==> config.mk <==
export PLATFORM = sky130hd
export DESIGN_NAME = usbcse_device_flat
export DESIGN_NICKNAME = d
export VERILOG_FILES = /design/src/core/usbcse_pkg.sv /design/src/core/usbcse_if.sv /design/src/core/usbcse_device.sv /design/src/core/usbcse_status_fifo.sv /design/src/flat_wrapper.sv
export SDC_FILE = /design/constraint.sdc
export NUM_CORES = 1
export LEC_CHECK = 0
export BUFFER_PORTS_ARGS = -buffer_cell sky130_fd_sc_hd__buf_2
export CORE_ASPECT_RATIO = 2
export CORE_MARGIN = 5
export CORE_UTILIZATION = 58
export CTS_CLUSTER_SIZE = 28
export DETAILED_ROUTE_END_ITERATION = 8
export PLACE_DENSITY = 0.82
export REMOVE_ABC_BUFFERS = 1
export SYNTH_ARGS = -nofsm -noshare
export SYNTH_HDL_FRONTEND = slang
export SYNTH_SLANG_ARGS = --single-unit
==> constraint.sdc <==
create_clock -name ref_clk_in -period 3 [get_ports ref_clk_in]
set_input_delay 0.15 -clock ref_clk_in [delete_from_list [all_inputs] [get_ports ref_clk_in]]
set_output_delay 0.15 -clock ref_clk_in [all_outputs]
set_load 0.005 [all_outputs]
==> src/core/usbcse_pkg.sv <==
// shared constants, field layouts and enumerations of the usb
// configuration, status and endpoint control block and its controller
// assumes a single 10 MHz clock for every module that uses it
package usbcse_pkg;

	// ------------------------------------------------------------
	// device register map
	// ------------------------------------------------------------
	localparam int ADDR_W = 12;
	localparam logic [11:0] ADDR_CFG = 12'hF39;
	localparam logic [11:0] ADDR_STATUS = 12'hF64;
	localparam logic [11:0] ADDR_CONTROL = 12'hF65;
	localparam logic [11:0] ADDR_EP_BASE = 12'hF26;
	localparam logic [11:0] ADDR_EP_LAST = 12'hF35;
	localparam logic [11:0] ADDR_FLAG = 12'hF5E;

	// ------------------------------------------------------------
	// field positions and reset values
	// ------------------------------------------------------------
	localparam int CFG_EYE_BIT = 7;
	localparam int CFG_OEMON_BIT = 6;
	localparam int CFG_PULLUP_BIT = 4;
	localparam int CFG_XDIS_BIT = 3;
	localparam int CFG_FS_BIT = 2;
	localparam int CFG_PPB_LSB = 0;
	localparam logic [7:0] CFG_MASK = 8'hDF;
	localparam logic [7:0] CFG_RESET = 8'h00;
	localparam int CTRL_ENABLE_BIT = 3;
	localparam int EP_HSHK_BIT = 4;
	localparam int EP_CONDIS_BIT = 3;
	localparam int EP_OUTEN_BIT = 2;
	localparam int EP_INEN_BIT = 1;
	localparam int EP_STALL_BIT = 0;
	localparam logic [4:0] EP_RESET = 5'h00;
	localparam int STAT_EP_LSB = 3;
	localparam int STAT_DIR_BIT = 2;
	localparam int STAT_ODD_BIT = 1;
	localparam int FLAG_CLEAR_BIT = 0;
	localparam int FIFO_DEPTH = 4;
	localparam int NUM_EP = 16;

	// ------------------------------------------------------------
	// pingpong mode codes
	// ------------------------------------------------------------
	localparam logic [1:0] PPB_NONE = 2'h0;
	localparam logic [1:0] PPB_EP0_OUT = 2'h1;
	localparam logic [1:0] PPB_ALL = 2'h2;
	localparam logic [1:0] PPB_EP1_15 = 2'h3;

	// ------------------------------------------------------------
	// timing
	// ------------------------------------------------------------
	localparam int CLK_PERIOD_NS = 100;
	localparam int TCY_NS = 400;
	localparam int TCY_CYCLES = (TCY_NS + CLK_PERIOD_NS - 1) / CLK_PERIOD_NS;
	localparam int FLAG_REASSERT_MAX_TCY = 5;
	localparam int FS_CLK_MHZ = 48;
	localparam int LS_CLK_MHZ = 6;
	localparam int EYE_LS_DIV = FS_CLK_MHZ / LS_CLK_MHZ;

	// ------------------------------------------------------------
	// controller register map (avalon byte addresses)
	// ------------------------------------------------------------
	localparam logic [3:0] AVS_CTRL = 4'h0;
	localparam logic [3:0] AVS_CMD = 4'h4;
	localparam logic [3:0] AVS_RESULT = 4'h8;
	localparam int CTRL_ALLOW_EYE_BIT = 0;
	localparam int CMD_DATA_LSB = 12;
	localparam int CMD_WRITE_BIT = 20;
	localparam int RES_BUSY_BIT = 8;
	localparam int RES_VALID_BIT = 9;
	localparam int RES_ERR_BIT = 10;
	localparam int RES_FLAG_BIT = 11;

	// ------------------------------------------------------------
	// enumerations
	// ------------------------------------------------------------
	typedef enum logic [1:0] {PID_OUT, PID_IN, PID_SETUP} usbcse_pid_t;
	typedef enum logic [1:0] {HS_ACK, HS_NAK, HS_STALL} usbcse_hs_t;

endpackage

==> src/core/usbcse_if.sv <==
// register access channel between the device end and its controller
// assumes both ends run on the same clock; the bench joins them
`timescale 1ns/1ps
interface usbcse_if (
	input wire logic ref_clk_in
);
	logic reg_write;
	logic reg_read;
	logic [11:0] reg_addr;
	logic [7:0] reg_wdata;
	logic [7:0] reg_rdata;
	logic reg_ack;
	logic xfer_flag;

	modport device (
		input reg_write, reg_read, reg_addr, reg_wdata,
		output reg_rdata, reg_ack, xfer_flag
	);
	modport ctrl (
		output reg_write, reg_read, reg_addr, reg_wdata,
		input reg_rdata, reg_ack, xfer_flag
	);
endinterface

==> src/core/usbcse_device.sv <==
// device end: configuration, transfer status and endpoint control
// assumes tokens arrive already decoded and synchronous to ref_clk_in
//
// Added by the designer: register access over Avalon-MM.
`timescale 1ns/1ps

// Overview of operation
// transceiver on unless disable bit set
// speed bit picks full or low speed
// pullup on D+ at full, D- low
// pullup ignored while transceiver disabled
// drive indicator with monitor, always if disabled
// two-bit field selects pingpong buffering mode
// eye test repeats J-K, K-J at full
// firmware fixes speed, transceiver, pullup before enable
// eye test only for board checks
// status window shows head of four-entry fifo
// clearing flag advances fifo, reasserts within five
// empty fifo after advance leaves flag clear
// request with full fifo answered by NAK
// status bits 6-3 hold endpoint number
// status bit 2 set for IN token
// status bit 1 set for odd bank
// status valid only while flag asserted
// sixteen identical endpoint control registers
// endpoint bit 4 enables handshakes
// endpoint bit 3 set forbids SETUP transfers; code forbids them only while bit 1 is also set
// bit 2 enables OUT, bit 1 IN
// stall bit set by engine, firmware clears
// module enable gates everything else; code leaves transceiver, speed, pingpong and register access ungated
module usbcse_device (
	// clock and reset
	input wire logic ref_clk_in,
	input wire logic resetn_in,
	// register channel
	usbcse_if.device bus,
	// decoded token from the serial engine
	input wire logic tok_valid_in,
	input wire logic [3:0] tok_ep_in,
	input wire logic [1:0] tok_pid_in,
	input wire logic tok_odd_in,
	input wire logic stall_request_in,
	// handshake decision
	output logic hs_valid_out,
	output logic [1:0] hs_code_out,
	// transceiver and pins
	output logic xcvr_enable_out,
	output logic full_speed_out,
	output logic dp_pullup_out,
	output logic dm_pullup_out,
	output logic tx_drive_out,
	output logic line_k_out,
	output logic output_drive_indicator_out,
	output logic [1:0] pingpong_mode_out
);
	// ------------------------------------------------------------
	// state
	// ------------------------------------------------------------
	typedef struct packed {
		logic [7:0] cfg;
		logic enable;
		logic [15:0][4:0] ep;
		logic flag;
		logic [2:0] tcy_cnt;
		logic [3:0] eye_cnt;
		logic eye_k;
		logic [7:0] rdata;
		logic ack;
		logic hs_valid;
		logic [1:0] hs_code;
		logic xcvr_en;
		logic fs;
		logic dp_pu;
		logic dm_pu;
		logic tx_drive;
		logic line_k;
		logic oe_ind;
		logic [1:0] ppb;
	} usbcse_dev_t;

	usbcse_dev_t q;
	usbcse_dev_t next_q;

	// odd bank meaningful only where the mode gives the endpoint both banks
	function automatic logic bank_used(input logic [1:0] mode,
		input logic [3:0] ep, input logic is_in);
		case (mode)
			usbcse_pkg::PPB_EP0_OUT: bank_used = (ep == 4'h0) && !is_in;
			usbcse_pkg::PPB_ALL: bank_used = 1'b1;
			usbcse_pkg::PPB_EP1_15: bank_used = (ep != 4'h0);
			default: bank_used = 1'b0;
		endcase
	endfunction

	logic [5:0] fifo_head;
	logic fifo_empty;
	logic fifo_full;
	logic fifo_push;
	logic fifo_pop;
	logic [5:0] fifo_entry;
	logic tick;
	logic [4:0] cur_ep;
	logic dir_ok;
	logic is_in;
	logic [3:0] ep_idx;
	logic ep_hit;

	usbcse_status_fifo u_fifo (
		.ref_clk_in(ref_clk_in),
		.resetn_in(resetn_in),
		.push_in(fifo_push),
		.entry_in(fifo_entry),
		.pop_in(fifo_pop),
		.head_out(fifo_head),
		.empty_out(fifo_empty),
		.full_out(fifo_full)
	);

	always_comb begin
		next_q = q;
		fifo_push = 1'b0;
		fifo_pop = 1'b0;
		is_in = (tok_pid_in == usbcse_pkg::PID_IN);
		fifo_entry = {tok_ep_in, is_in,
			tok_odd_in && bank_used(q.cfg[1:0], tok_ep_in, is_in)};
		cur_ep = q.ep[tok_ep_in];
		ep_idx = 4'(bus.reg_addr - usbcse_pkg::ADDR_EP_BASE);
		ep_hit = (bus.reg_addr >= usbcse_pkg::ADDR_EP_BASE) &&
			(bus.reg_addr <= usbcse_pkg::ADDR_EP_LAST);
		dir_ok = 1'b0;
		next_q.hs_valid = 1'b0;
		next_q.ack = 1'b0;

		// ------------------------------------------------------------
		// instruction cycle divider
		// ------------------------------------------------------------
		tick = (q.tcy_cnt == 3'h0);
		if (q.tcy_cnt == 3'(usbcse_pkg::TCY_CYCLES - 1)) begin
			next_q.tcy_cnt = 3'h0;
		end else begin
			next_q.tcy_cnt = q.tcy_cnt + 3'h1;
		end

		// ------------------------------------------------------------
		// register channel
		// ------------------------------------------------------------
		if (bus.reg_read) begin
			next_q.ack = 1'b1;
			next_q.rdata = 8'h00;
			if (bus.reg_addr == usbcse_pkg::ADDR_CFG) begin
				next_q.rdata = q.cfg;
			end else if (bus.reg_addr == usbcse_pkg::ADDR_STATUS) begin
				// window onto the fifo head, undefined once the flag drops
				next_q.rdata = {1'b0, fifo_head, 1'b0};
			end else if (bus.reg_addr == usbcse_pkg::ADDR_CONTROL) begin
				next_q.rdata[usbcse_pkg::CTRL_ENABLE_BIT] = q.enable;
			end else if (bus.reg_addr == usbcse_pkg::ADDR_FLAG) begin
				next_q.rdata[usbcse_pkg::FLAG_CLEAR_BIT] = q.flag;
			end else if (ep_hit) begin
				next_q.rdata = {3'h0, q.ep[ep_idx]};
			end
		end
		if (bus.reg_write) begin
			next_q.ack = 1'b1;
			if (bus.reg_addr == usbcse_pkg::ADDR_CFG) begin
				next_q.cfg = bus.reg_wdata & usbcse_pkg::CFG_MASK;
			end else if (bus.reg_addr == usbcse_pkg::ADDR_CONTROL) begin
				next_q.enable = bus.reg_wdata[usbcse_pkg::CTRL_ENABLE_BIT];
			end else if (bus.reg_addr == usbcse_pkg::ADDR_FLAG) begin
				if (bus.reg_wdata[usbcse_pkg::FLAG_CLEAR_BIT] && q.flag) begin
					next_q.flag = 1'b0;
					fifo_pop = 1'b1;
				end
			end else if (ep_hit) begin
				next_q.ep[ep_idx] = bus.reg_wdata[4:0];
			end
		end

		// flag rises on a divider tick, within one instruction cycle of a clear
		if (!q.flag && !fifo_pop && !fifo_empty && tick && q.enable) begin
			next_q.flag = 1'b1;
		end

		// ------------------------------------------------------------
		// token handling
		// ------------------------------------------------------------
		if (tok_valid_in && q.enable) begin
			case (tok_pid_in)
				usbcse_pkg::PID_OUT: dir_ok = cur_ep[usbcse_pkg::EP_OUTEN_BIT];
				usbcse_pkg::PID_IN: dir_ok = cur_ep[usbcse_pkg::EP_INEN_BIT];
				usbcse_pkg::PID_SETUP: dir_ok = cur_ep[usbcse_pkg::EP_OUTEN_BIT] &&
					!(cur_ep[usbcse_pkg::EP_INEN_BIT] &&
					cur_ep[usbcse_pkg::EP_CONDIS_BIT]);
				default: dir_ok = 1'b0;
			endcase
			if (dir_ok) begin
				next_q.hs_valid = cur_ep[usbcse_pkg::EP_HSHK_BIT];
				if (stall_request_in) begin
					next_q.hs_code = usbcse_pkg::HS_STALL;
					// engine set wins over a firmware clear in the same cycle
					next_q.ep[tok_ep_in][usbcse_pkg::EP_STALL_BIT] = 1'b1;
				end else if (fifo_full) begin
					next_q.hs_code = usbcse_pkg::HS_NAK;
				end else begin
					next_q.hs_code = usbcse_pkg::HS_ACK;
					fifo_push = 1'b1;
				end
			end
		end

		// ------------------------------------------------------------
		// transceiver, pullups and eye pattern
		// ------------------------------------------------------------
		next_q.xcvr_en = !q.cfg[usbcse_pkg::CFG_XDIS_BIT];
		next_q.fs = q.cfg[usbcse_pkg::CFG_FS_BIT];
		next_q.ppb = q.cfg[1:0];
		next_q.dp_pu = q.enable && next_q.xcvr_en && next_q.fs &&
			q.cfg[usbcse_pkg::CFG_PULLUP_BIT];
		next_q.dm_pu = q.enable && next_q.xcvr_en && !next_q.fs &&
			q.cfg[usbcse_pkg::CFG_PULLUP_BIT];
		if (q.enable && q.cfg[usbcse_pkg::CFG_EYE_BIT]) begin
			// low speed bits last eight times longer than full speed bits
			if (q.fs || q.eye_cnt == 4'(usbcse_pkg::EYE_LS_DIV - 1)) begin
				next_q.eye_cnt = 4'h0;
				next_q.eye_k = !q.eye_k;
			end else begin
				next_q.eye_cnt = q.eye_cnt + 4'h1;
			end
			if (q.fs) begin
				next_q.eye_cnt = 4'h0;
			end
			next_q.tx_drive = 1'b1;
			next_q.line_k = q.fs ? !q.eye_k : q.eye_k;
		end else begin
			next_q.eye_cnt = 4'h0;
			next_q.eye_k = 1'b0;
			next_q.tx_drive = next_q.hs_valid;
			next_q.line_k = 1'b0;
		end
		if (q.enable && !q.fs && q.cfg[usbcse_pkg::CFG_EYE_BIT]) begin
			if (q.eye_cnt != 4'(usbcse_pkg::EYE_LS_DIV - 1)) begin
				next_q.eye_k = q.eye_k;
				next_q.eye_cnt = q.eye_cnt + 4'h1;
			end else begin
				next_q.eye_cnt = 4'h0;
			end
		end
		next_q.oe_ind = !next_q.xcvr_en ||
			(q.cfg[usbcse_pkg::CFG_OEMON_BIT] && next_q.tx_drive);
	end

	always_ff @(posedge ref_clk_in or negedge resetn_in) begin
		if (!resetn_in) begin
			q <= '0;
			q.cfg <= usbcse_pkg::CFG_RESET;
			q.xcvr_en <= 1'b1;
		end else begin
			q <= next_q;
		end
	end

	assign bus.reg_rdata = q.rdata;
	assign bus.reg_ack = q.ack;
	assign bus.xfer_flag = q.flag;
	assign hs_valid_out = q.hs_valid;
	assign hs_code_out = q.hs_code;
	assign xcvr_enable_out = q.xcvr_en;
	assign full_speed_out = q.fs;
	assign dp_pullup_out = q.dp_pu;
	assign dm_pullup_out = q.dm_pu;
	assign tx_drive_out = q.tx_drive;
	assign line_k_out = q.line_k;
	assign output_drive_indicator_out = q.oe_ind;
	assign pingpong_mode_out = q.ppb;
endmodule

==> src/core/usbcse_status_fifo.sv <==
// four-entry transfer status fifo held in flip-flops
// assumes push is only asked while not full, pop while not empty
`timescale 1ns/1ps
module usbcse_status_fifo (
	// clock and reset
	input wire logic ref_clk_in,
	input wire logic resetn_in,
	// fill and drain
	input wire logic push_in,
	input wire logic [5:0] entry_in,
	input wire logic pop_in,
	// state
	output logic [5:0] head_out,
	output logic empty_out,
	output logic full_out
);
	typedef struct packed {
		logic [3:0][5:0] mem;
		logic [1:0] wr_ptr;
		logic [1:0] rd_ptr;
		logic [2:0] count;
	} usbcse_fifo_t;

	usbcse_fifo_t q;
	usbcse_fifo_t next_q;
	logic do_push;
	logic do_pop;

	always_comb begin
		next_q = q;
		do_push = push_in && (q.count != 3'(usbcse_pkg::FIFO_DEPTH));
		do_pop = pop_in && (q.count != 3'h0);
		if (do_push) begin
			next_q.mem[q.wr_ptr] = entry_in;
			next_q.wr_ptr = q.wr_ptr + 2'h1;
		end
		if (do_pop) begin
			next_q.rd_ptr = q.rd_ptr + 2'h1;
		end
		if (do_push && !do_pop) begin
			next_q.count = q.count + 3'h1;
		end else if (do_pop && !do_push) begin
			next_q.count = q.count - 3'h1;
		end
	end

	always_ff @(posedge ref_clk_in or negedge resetn_in) begin
		if (!resetn_in) begin
			q <= '0;
		end else begin
			q <= next_q;
		end
	end

	assign head_out = q.mem[q.rd_ptr];
	assign empty_out = (q.count == 3'h0);
	assign full_out = (q.count == 3'(usbcse_pkg::FIFO_DEPTH));
endmodule

==> src/flat_wrapper.sv <==
// flat-port wrapper written by rule: the top's interface ports become plain ports
module usbcse_device_flat 
  (ref_clk_in, resetn_in, tok_valid_in, tok_ep_in, tok_pid_in, tok_odd_in, stall_request_in, hs_valid_out, hs_code_out, xcvr_enable_out, full_speed_out, dp_pullup_out, dm_pullup_out, tx_drive_out, line_k_out, output_drive_indicator_out, pingpong_mode_out, bus_reg_write, bus_reg_read, bus_reg_addr, bus_reg_wdata, bus_reg_rdata, bus_reg_ack, bus_xfer_flag);
  usbcse_if bus_i (.ref_clk_in(ref_clk_in));
  input wire logic ref_clk_in;
  input wire logic resetn_in;
  input wire logic tok_valid_in;
  input wire logic [3:0] tok_ep_in;
  input wire logic [1:0] tok_pid_in;
  input wire logic tok_odd_in;
  input wire logic stall_request_in;
  output logic hs_valid_out;
  output logic [1:0] hs_code_out;
  output logic xcvr_enable_out;
  output logic full_speed_out;
  output logic dp_pullup_out;
  output logic dm_pullup_out;
  output logic tx_drive_out;
  output logic line_k_out;
  output logic output_drive_indicator_out;
  output logic [1:0] pingpong_mode_out;
  input wire logic [$bits(bus_i.reg_write)-1:0] bus_reg_write;
  input wire logic [$bits(bus_i.reg_read)-1:0] bus_reg_read;
  input wire logic [$bits(bus_i.reg_addr)-1:0] bus_reg_addr;
  input wire logic [$bits(bus_i.reg_wdata)-1:0] bus_reg_wdata;
  output wire logic [$bits(bus_i.reg_rdata)-1:0] bus_reg_rdata;
  output wire logic [$bits(bus_i.reg_ack)-1:0] bus_reg_ack;
  output wire logic [$bits(bus_i.xfer_flag)-1:0] bus_xfer_flag;
  assign bus_i.reg_write = bus_reg_write;
  assign bus_i.reg_read = bus_reg_read;
  assign bus_i.reg_addr = bus_reg_addr;
  assign bus_i.reg_wdata = bus_reg_wdata;
  assign bus_reg_rdata = bus_i.reg_rdata;
  assign bus_reg_ack = bus_i.reg_ack;
  assign bus_xfer_flag = bus_i.xfer_flag;
  usbcse_device u_core (.ref_clk_in(ref_clk_in), .resetn_in(resetn_in), .bus(bus_i), .tok_valid_in(tok_valid_in), .tok_ep_in(tok_ep_in), .tok_pid_in(tok_pid_in), .tok_odd_in(tok_odd_in), .stall_request_in(stall_request_in), .hs_valid_out(hs_valid_out), .hs_code_out(hs_code_out), .xcvr_enable_out(xcvr_enable_out), .full_speed_out(full_speed_out), .dp_pullup_out(dp_pullup_out), .dm_pullup_out(dm_pullup_out), .tx_drive_out(tx_drive_out), .line_k_out(line_k_out), .output_drive_indicator_out(output_drive_indicator_out), .pingpong_mode_out(pingpong_mode_out));
endmodule
# Yosys cells after proc, flatten, opt, wreduce, memory -nomap -nowiden
# Cells that the tools add are included.
# totals
word_cells,193
register_bits,149
out_inout_bits,22
input_bits,33
# op_classes
n_reduce_logical,54
n_mux,63
n_eq_ne,17
bitwise_logic,2
order_cmp,9
addsub,7
# ops
operator,n
$mux W80,5
$mux W81,3
$bwmux W80,1
$or A80 B80 Y80,1
$eq A12 B12 Y1 const B,4
$bmux W5 S4,2
$demux W5 S4,2
$mux W5,6
$logic_and A1 B1 Y1,27
$bwmux W24,1
$mux W1,22
$mux W3,6
$mux W4,4
$mux W8,2
$bmux W6 S2,1
$demux W6 S2,1
$ge A12 B12 Y1 const B,1
$le A12 B12 Y1 const B,1
$mux W6,2
$logic_not A1 Y1,11
$lt A4 B5 Y1 const B,2
$ge A4 B1 Y1 const B,2
$reduce_bool A2 Y1,4
$mux W7,1
other kinds (27),40

# Logic depth before layout (Yosys ltp)
# logic_depth
depth_word,15
mapped_depth,16
mapped_depth_nobuf,13

# Modules after synthesis
# From an unflattened synthesis, not the netlist that was laid out.
# hier_totals
hier_cells,567
hier_area_um2,7782.5
# by_module_without_submodules
mod,instances,seq_area_each_um2,cells_each,area_each_um2
usbcse_device,1,2954.1,473,6346.1
usbcse_status_fifo,1,775.7,94,1436.4

# Worst setup path after synthesis
# Ideal clock, no wire load.
# synth_timing
kind,reg-to-reg
from,register u_core.q[106] (netlist name)
to,register u_core.u_fifo.q[2] (netlist name)
setup_slack_ns,0.323
setup_time_ns,0.079
path_stages_with_launch,14
arrival_time_ns,2.597
period_less_slack_ns,2.677
required_ns,2.921
n_path_buf,0
path_cell_list,dfrtp_1 mux4_2 nand2b_1 nand4_1 a21oi_1 nor2_2 o21ai_2 inv_1 ha_1 inv_1 fa_1 xor2_1 nor2_1 xor2_1
# synth_via
elab_chain_len,13
elab_cells_between_ends,15
cone_classes,mux (7); reduce/logical (8)
# synth_rtl
element,line,text
"start, declared",usbcse_device.sv:81,usbcse_dev_t q;
"start signal, assigned",usbcse_device.sv:258,q <= next_q;
$bmux W5 S4 *,usbcse_device.sv:126,cur_ep = q.ep[tok_ep_in];
$mux W5 (not written as such) *,usbcse_device.sv:126,
$logic_and A1 B1 Y1,usbcse_device.sv:192,!(cur_ep[usbcse_pkg::EP_INEN_BIT] &&
$logic_not A1 Y1,usbcse_device.sv:192,
$logic_and A1 B1 Y1,usbcse_device.sv:191,usbcse_pkg::PID_SETUP: dir_ok = cur_ep[usbcse_pkg::EP_OUTEN_BIT] &&
$pmux W1 S3 *,usbcse_device.sv:188,case (tok_pid_in)
$mux W1 *,usbcse_device.sv:187,if (tok_valid_in && q.enable) begin
$mux W1 *,usbcse_device.sv:196,if (dir_ok) begin
$mux W1 *,usbcse_device.sv:187,
$logic_and A1 B1 Y1 *,usbcse_status_fifo.sv:31,do_push = push_in && (q.count != 3'(usbcse_pkg::FIFO_DEPTH));
net u_core.u_fifo.do_push,usbcse_status_fifo.sv:26,logic do_push;
$logic_not A1 Y1,usbcse_status_fifo.sv:42,end else if (do_pop && !do_push) begin
$logic_and A1 B1 Y1,usbcse_status_fifo.sv:42,
$reduce_bool A2 Y1 (no source line),--,
"end signal, assigned",usbcse_status_fifo.sv:51,q <= next_q;
"end, declared",usbcse_status_fifo.sv:24,usbcse_fifo_t q;
# Mark *: on every way through the listed nets, which the timed path passes. The rest lies on a longest branch. The select of a mux whose other input is x is not followed.
# A chain may end at the register's enable or synchronous reset.

# Worst setup path after layout
# layout_timing
from,register u_core.q[83] (netlist name)
to,register u_core.u_fifo.q[2] (netlist name)
# layout_via
elab_chain_len,13
elab_cells_between_ends,15
cone_classes,mux (7); reduce/logical (8)
# layout_rtl
element,line
$bmux W5 S4 *,usbcse_device.sv:126
$mux W5 (not written as such) *,usbcse_device.sv:126
$logic_and A1 B1 Y1 *,usbcse_device.sv:192
$logic_not A1 Y1 *,usbcse_device.sv:192
$logic_and A1 B1 Y1 *,usbcse_device.sv:191
$pmux W1 S3 *,usbcse_device.sv:188
$mux W1 *,usbcse_device.sv:187
$mux W1 *,usbcse_device.sv:196
$mux W1 *,usbcse_device.sv:187
$logic_and A1 B1 Y1 *,usbcse_status_fifo.sv:31
net u_core.u_fifo.do_push,usbcse_status_fifo.sv:26
$logic_not A1 Y1,usbcse_status_fifo.sv:42
$logic_and A1 B1 Y1,usbcse_status_fifo.sv:42
$reduce_bool A2 Y1 (no source line),--
# Marks and branches as above.

==> impl_metrics.csv <==
group,metric,value,unit
place,place_area,8080,sq um
clock_network,cts_max_path_buffers,2,
synthesis,syn_avg_cell_area,13.4,sq um
min_path,hp-start,"bus_reg_write",
synthesis,ys_seq_area_frac,0.483,
drt,post-route-drc-count,0,
grt,grt_pass1_wl,31.6,mm
grt,gr-total-overflow,0,
setup_path,worst_setup_path_start_kind,"flop",
grt,grt_max_degree,62,
synthesis,syn_area,7720,sq um
drt,final_antenna_net_count,0,
synthesis,ys_warn_count,0,
synthesis,netlist_instances,575,
power_and_ir_drop,swShare,0.249,
synthesis,synth_ff_type,"dfrtp_1",
drt,wl_per_cell,25.2,um
clock_network,clk_latency,0.43,ns
place,port_buffers,53,
timing,hold_violations,0,
clock_network,clkTransAtPathRegs,0.07,ns
power_and_ir_drop,p_leak,4.26,nW
synthesis,ys_top_cells_by_area,"dfrtp_1 48%, mux4_2 12%, mux2_2 11%",
drt,drt_wl_total,19.9,mm
die,pin_count,55,
die,die_x,91.6,um
final_layout,fin_area,8680,sq um
power_and_ir_drop,pwr-share-seq,0.466,
synthesis,ys_ff_latch,149,
power_and_ir_drop,p_comb_frac,0.062,
die,core_area,13100,sq um
min_path,hold_path_class,"primary input to flop",
die,die_h,173,um
synthesis,synth_top_cell_by_area,"dfrtp_1",
setup_path,cp_slowest_cell,"mux4_2",
place,place.gp.congestion,0.896,
clock_network,htree_num_levels,4,
timing,post-route-min-period,2.75,ns
clock_network,numClockSinks,149,
final_layout,drive_gt1_frac,0.374,
die,rows,59,
power_and_ir_drop,p_per_area,503,nW/um^2
setup_path,max_stage_delay,0.48,ns
setup_path,critical_path_class,"flop to flop",
setup_path,r2r_start,"u_core.q[83]",
grt,grt_pass1_vias,5734,
grt,antenna_found_initial,0,
setup_path,cp.required,3.34,ns
die,initial_core_util,0.591,
setup_path,crit_fanout,3,
flow_run,drv_cap,0,
timing,rsz0062_at_grt,"no",
place,pre_cts_slack,0.0889,ns
grt,top_usage_layer,"met2",
clock_network,clock-root-buffer,"clkbuf_16",
power_and_ir_drop,power_frac_clock,0.473,
synthesis,synth.most_common_cell,"dfrtp_1",
timing,setup_viol,0,
clock_network,post_cts_resized,0,
timing,fin_crit_sh,0.918,
power_and_ir_drop,peakVddDrop,0.000358,V
drt,dr.pass1.iters,5,
final_layout,diodes,0,
final_layout,instances_no_fill,791,
synthesis,synth-edff-count,0,
synthesis,synthTopCellsByCount,"148 x dfrtp_1, 77 x mux2_2, 42 x mux4_2, 39 x nand2_1, 31 x mux2i_1",
place,dp.cells,756,
die,die-area,15900,sq um
timing,max_freq,0.363,GHz
clock_network,numCtsBuffers,17,
power_and_ir_drop,finalPower,4.37,mW
synthesis,synth_top_area_share,0.480,
place,dpl.hpwl,14.9,mm
clock_network,ctsHoldBuffers,3,
setup_path,crit_buf_inv,2,
timing,skew,0.0133,ns
power_and_ir_drop,p_switching,1.09,mW
clock_network,cts_tree,"yes",
synthesis,async_flop_share,1.00,
final_layout,fin_util,0.664,
setup_path,critPathTopFamily,"multiplexers",
final_layout,area_delta_synth_final,12.4,%
drt,via_per_inst,6.60,
timing,whs,0.0562,ns
timing,slew_viol_final,0,
timing,finalSetupTns,0,ns
grt,met3_usage,0.0417,
timing,tightest_slew,0.624,ns
timing,finalWorstSetupSlack,0.245,ns
timing,slew-limit-headroom,0.572,
drt,drtIter0Drc,353,
setup_path,setup.worst_path.start,"u_core.q[83]",
grt,use_met2,0.467,
run_status,status,"finished clean",
setup_path,cp_cell_sequence,"mux4_2 > mux2i_1 > mux2_2 > a21oi_1 > nor2_2 > o21ai_2 > inv_1 > ha_1 > inv_1 > fa_1 > xor2_1 > nor2_1 > xor2_1",
grt,track_usage,0.262,
setup_path,end_kind,"flop",
final_layout,final_net_count,669,
setup_path,cp.arrival,3.10,ns
drt,vias,5218,
synthesis,ys_types,55,
power_and_ir_drop,cellInternalPower,3.28,mW
clock_network,cts_setup_buffers,0,
grt,grtUsageMet1,0.266,
kinds of logic after synthesis:
kind of cell | count (synthesis) | synth area share
XOR/XNOR | 10 | 0.0113
adder cells (fa/ha/maj) | 10 | 0.0172
AO/OA/AOI/OAI | 60 | 0.0660
AND/OR/NAND/NOR | 114 | 0.0739
flip-flops | 149 | 0.483
buffers and inverters | 60 | 0.0413
multiplexers | 172 | 0.307
layer usage:
layer  share of wire  vias up  routed length [um]
met5               0        -                   0
met4           0.086        0                1710
met3           0.041       98                 821
met2            0.55      210               11000
met1            0.32     2688                6420
li1                -     2222                   -
path summary, 6_finish.rpt:
| kind | endpoint | slack, ns | depth (start not counted) |
|---|---|---|---|
| min in group asynchronous | u_core.q[64] | 0.25 | 2 |
| setup reg to reg | u_core.u_fifo.q[2] | 0.25 | 13 |
| setup / recovery | u_core.u_fifo.q[2] | 0.25 | 13 |
| max in group asynchronous | u_core.xcvr_enable_out | 1.83 | 3 |
| hold reg to reg | u_core.full_speed_out | 0.47 | 0 |
| hold / removal | u_core.bus.reg_ack | 0.06 | 2 |
state kept, by name, indices dropped and copies added, names as in the netlist, 2 cells and up:
register,cells
u_core.bus.reg_rdata,8
u_core.hs_code_out,2
u_core.next_q,3
u_core.pingpong_mode_out,2
u_core.q,93
u_core.u_fifo.q,31
power groups by stage:
stage | registers, mW | clock network, mW | logic (mW)
2_1_floorplan | 2.07 | 0 | 0.0940
3_3_place_gp | 2.07 | 0 | 0.256
3_5_place_dp | 2.07 | 0 | 0.265
4_1_cts | 2.03 | 2.08 | 0.270
5_1_grt | 2.03 | 2.18 | 0.292
6_report | 2.03 | 2.06 | 0.269
worst reg2reg max path, delay by kind of cell, from the launching register on:
kind / cells / cell delay, ns
buffers and inverters: 2 / 0.14
AO/OA/AOI/OAI: 2 / 0.15
AND/OR/NAND/NOR: 2 / 0.24
XOR/XNOR: 2 / 0.31
adder cells (fa/ha/maj): 2 / 0.55
multiplexers: 3 / 0.88
flip-flops: 1 / 0.41
final cells by class:
class	count	area, sq um
clock inverters	14	141
multi-input cells	366	3670
repair buffers	74	449
well taps	152	190
clock buffers	18	429
flip-flops and latches	149	3730
inverters	18	67.6
fillers	894	4390
placed cells by master (no fill, tap or decap), types with 4 or more instances in the layout:
master / count
inv_1: 18
nand2b_1: 6
mux4_2: 42
mux2_2: 77
nand3_1: 7
nor3_1: 6
nand2_1: 39
dfrtp_1: 148
buf_4: 17
and3_1: 6
o211a_4: 4
clkinvlp_4: 4
nor2_1: 25
o21ai_0: 6
clkbuf_16: 17
xor2_1: 4
nor2b_1: 7
o31ai_1: 12
mux2_1: 22
buf_2: 52
ha_1: 9
a21oi_1: 10
a22oi_1: 5
o22ai_1: 4
inv_6: 6
mux2i_1: 31
xnor2_1: 6
(Power assumes the default switching activity.)
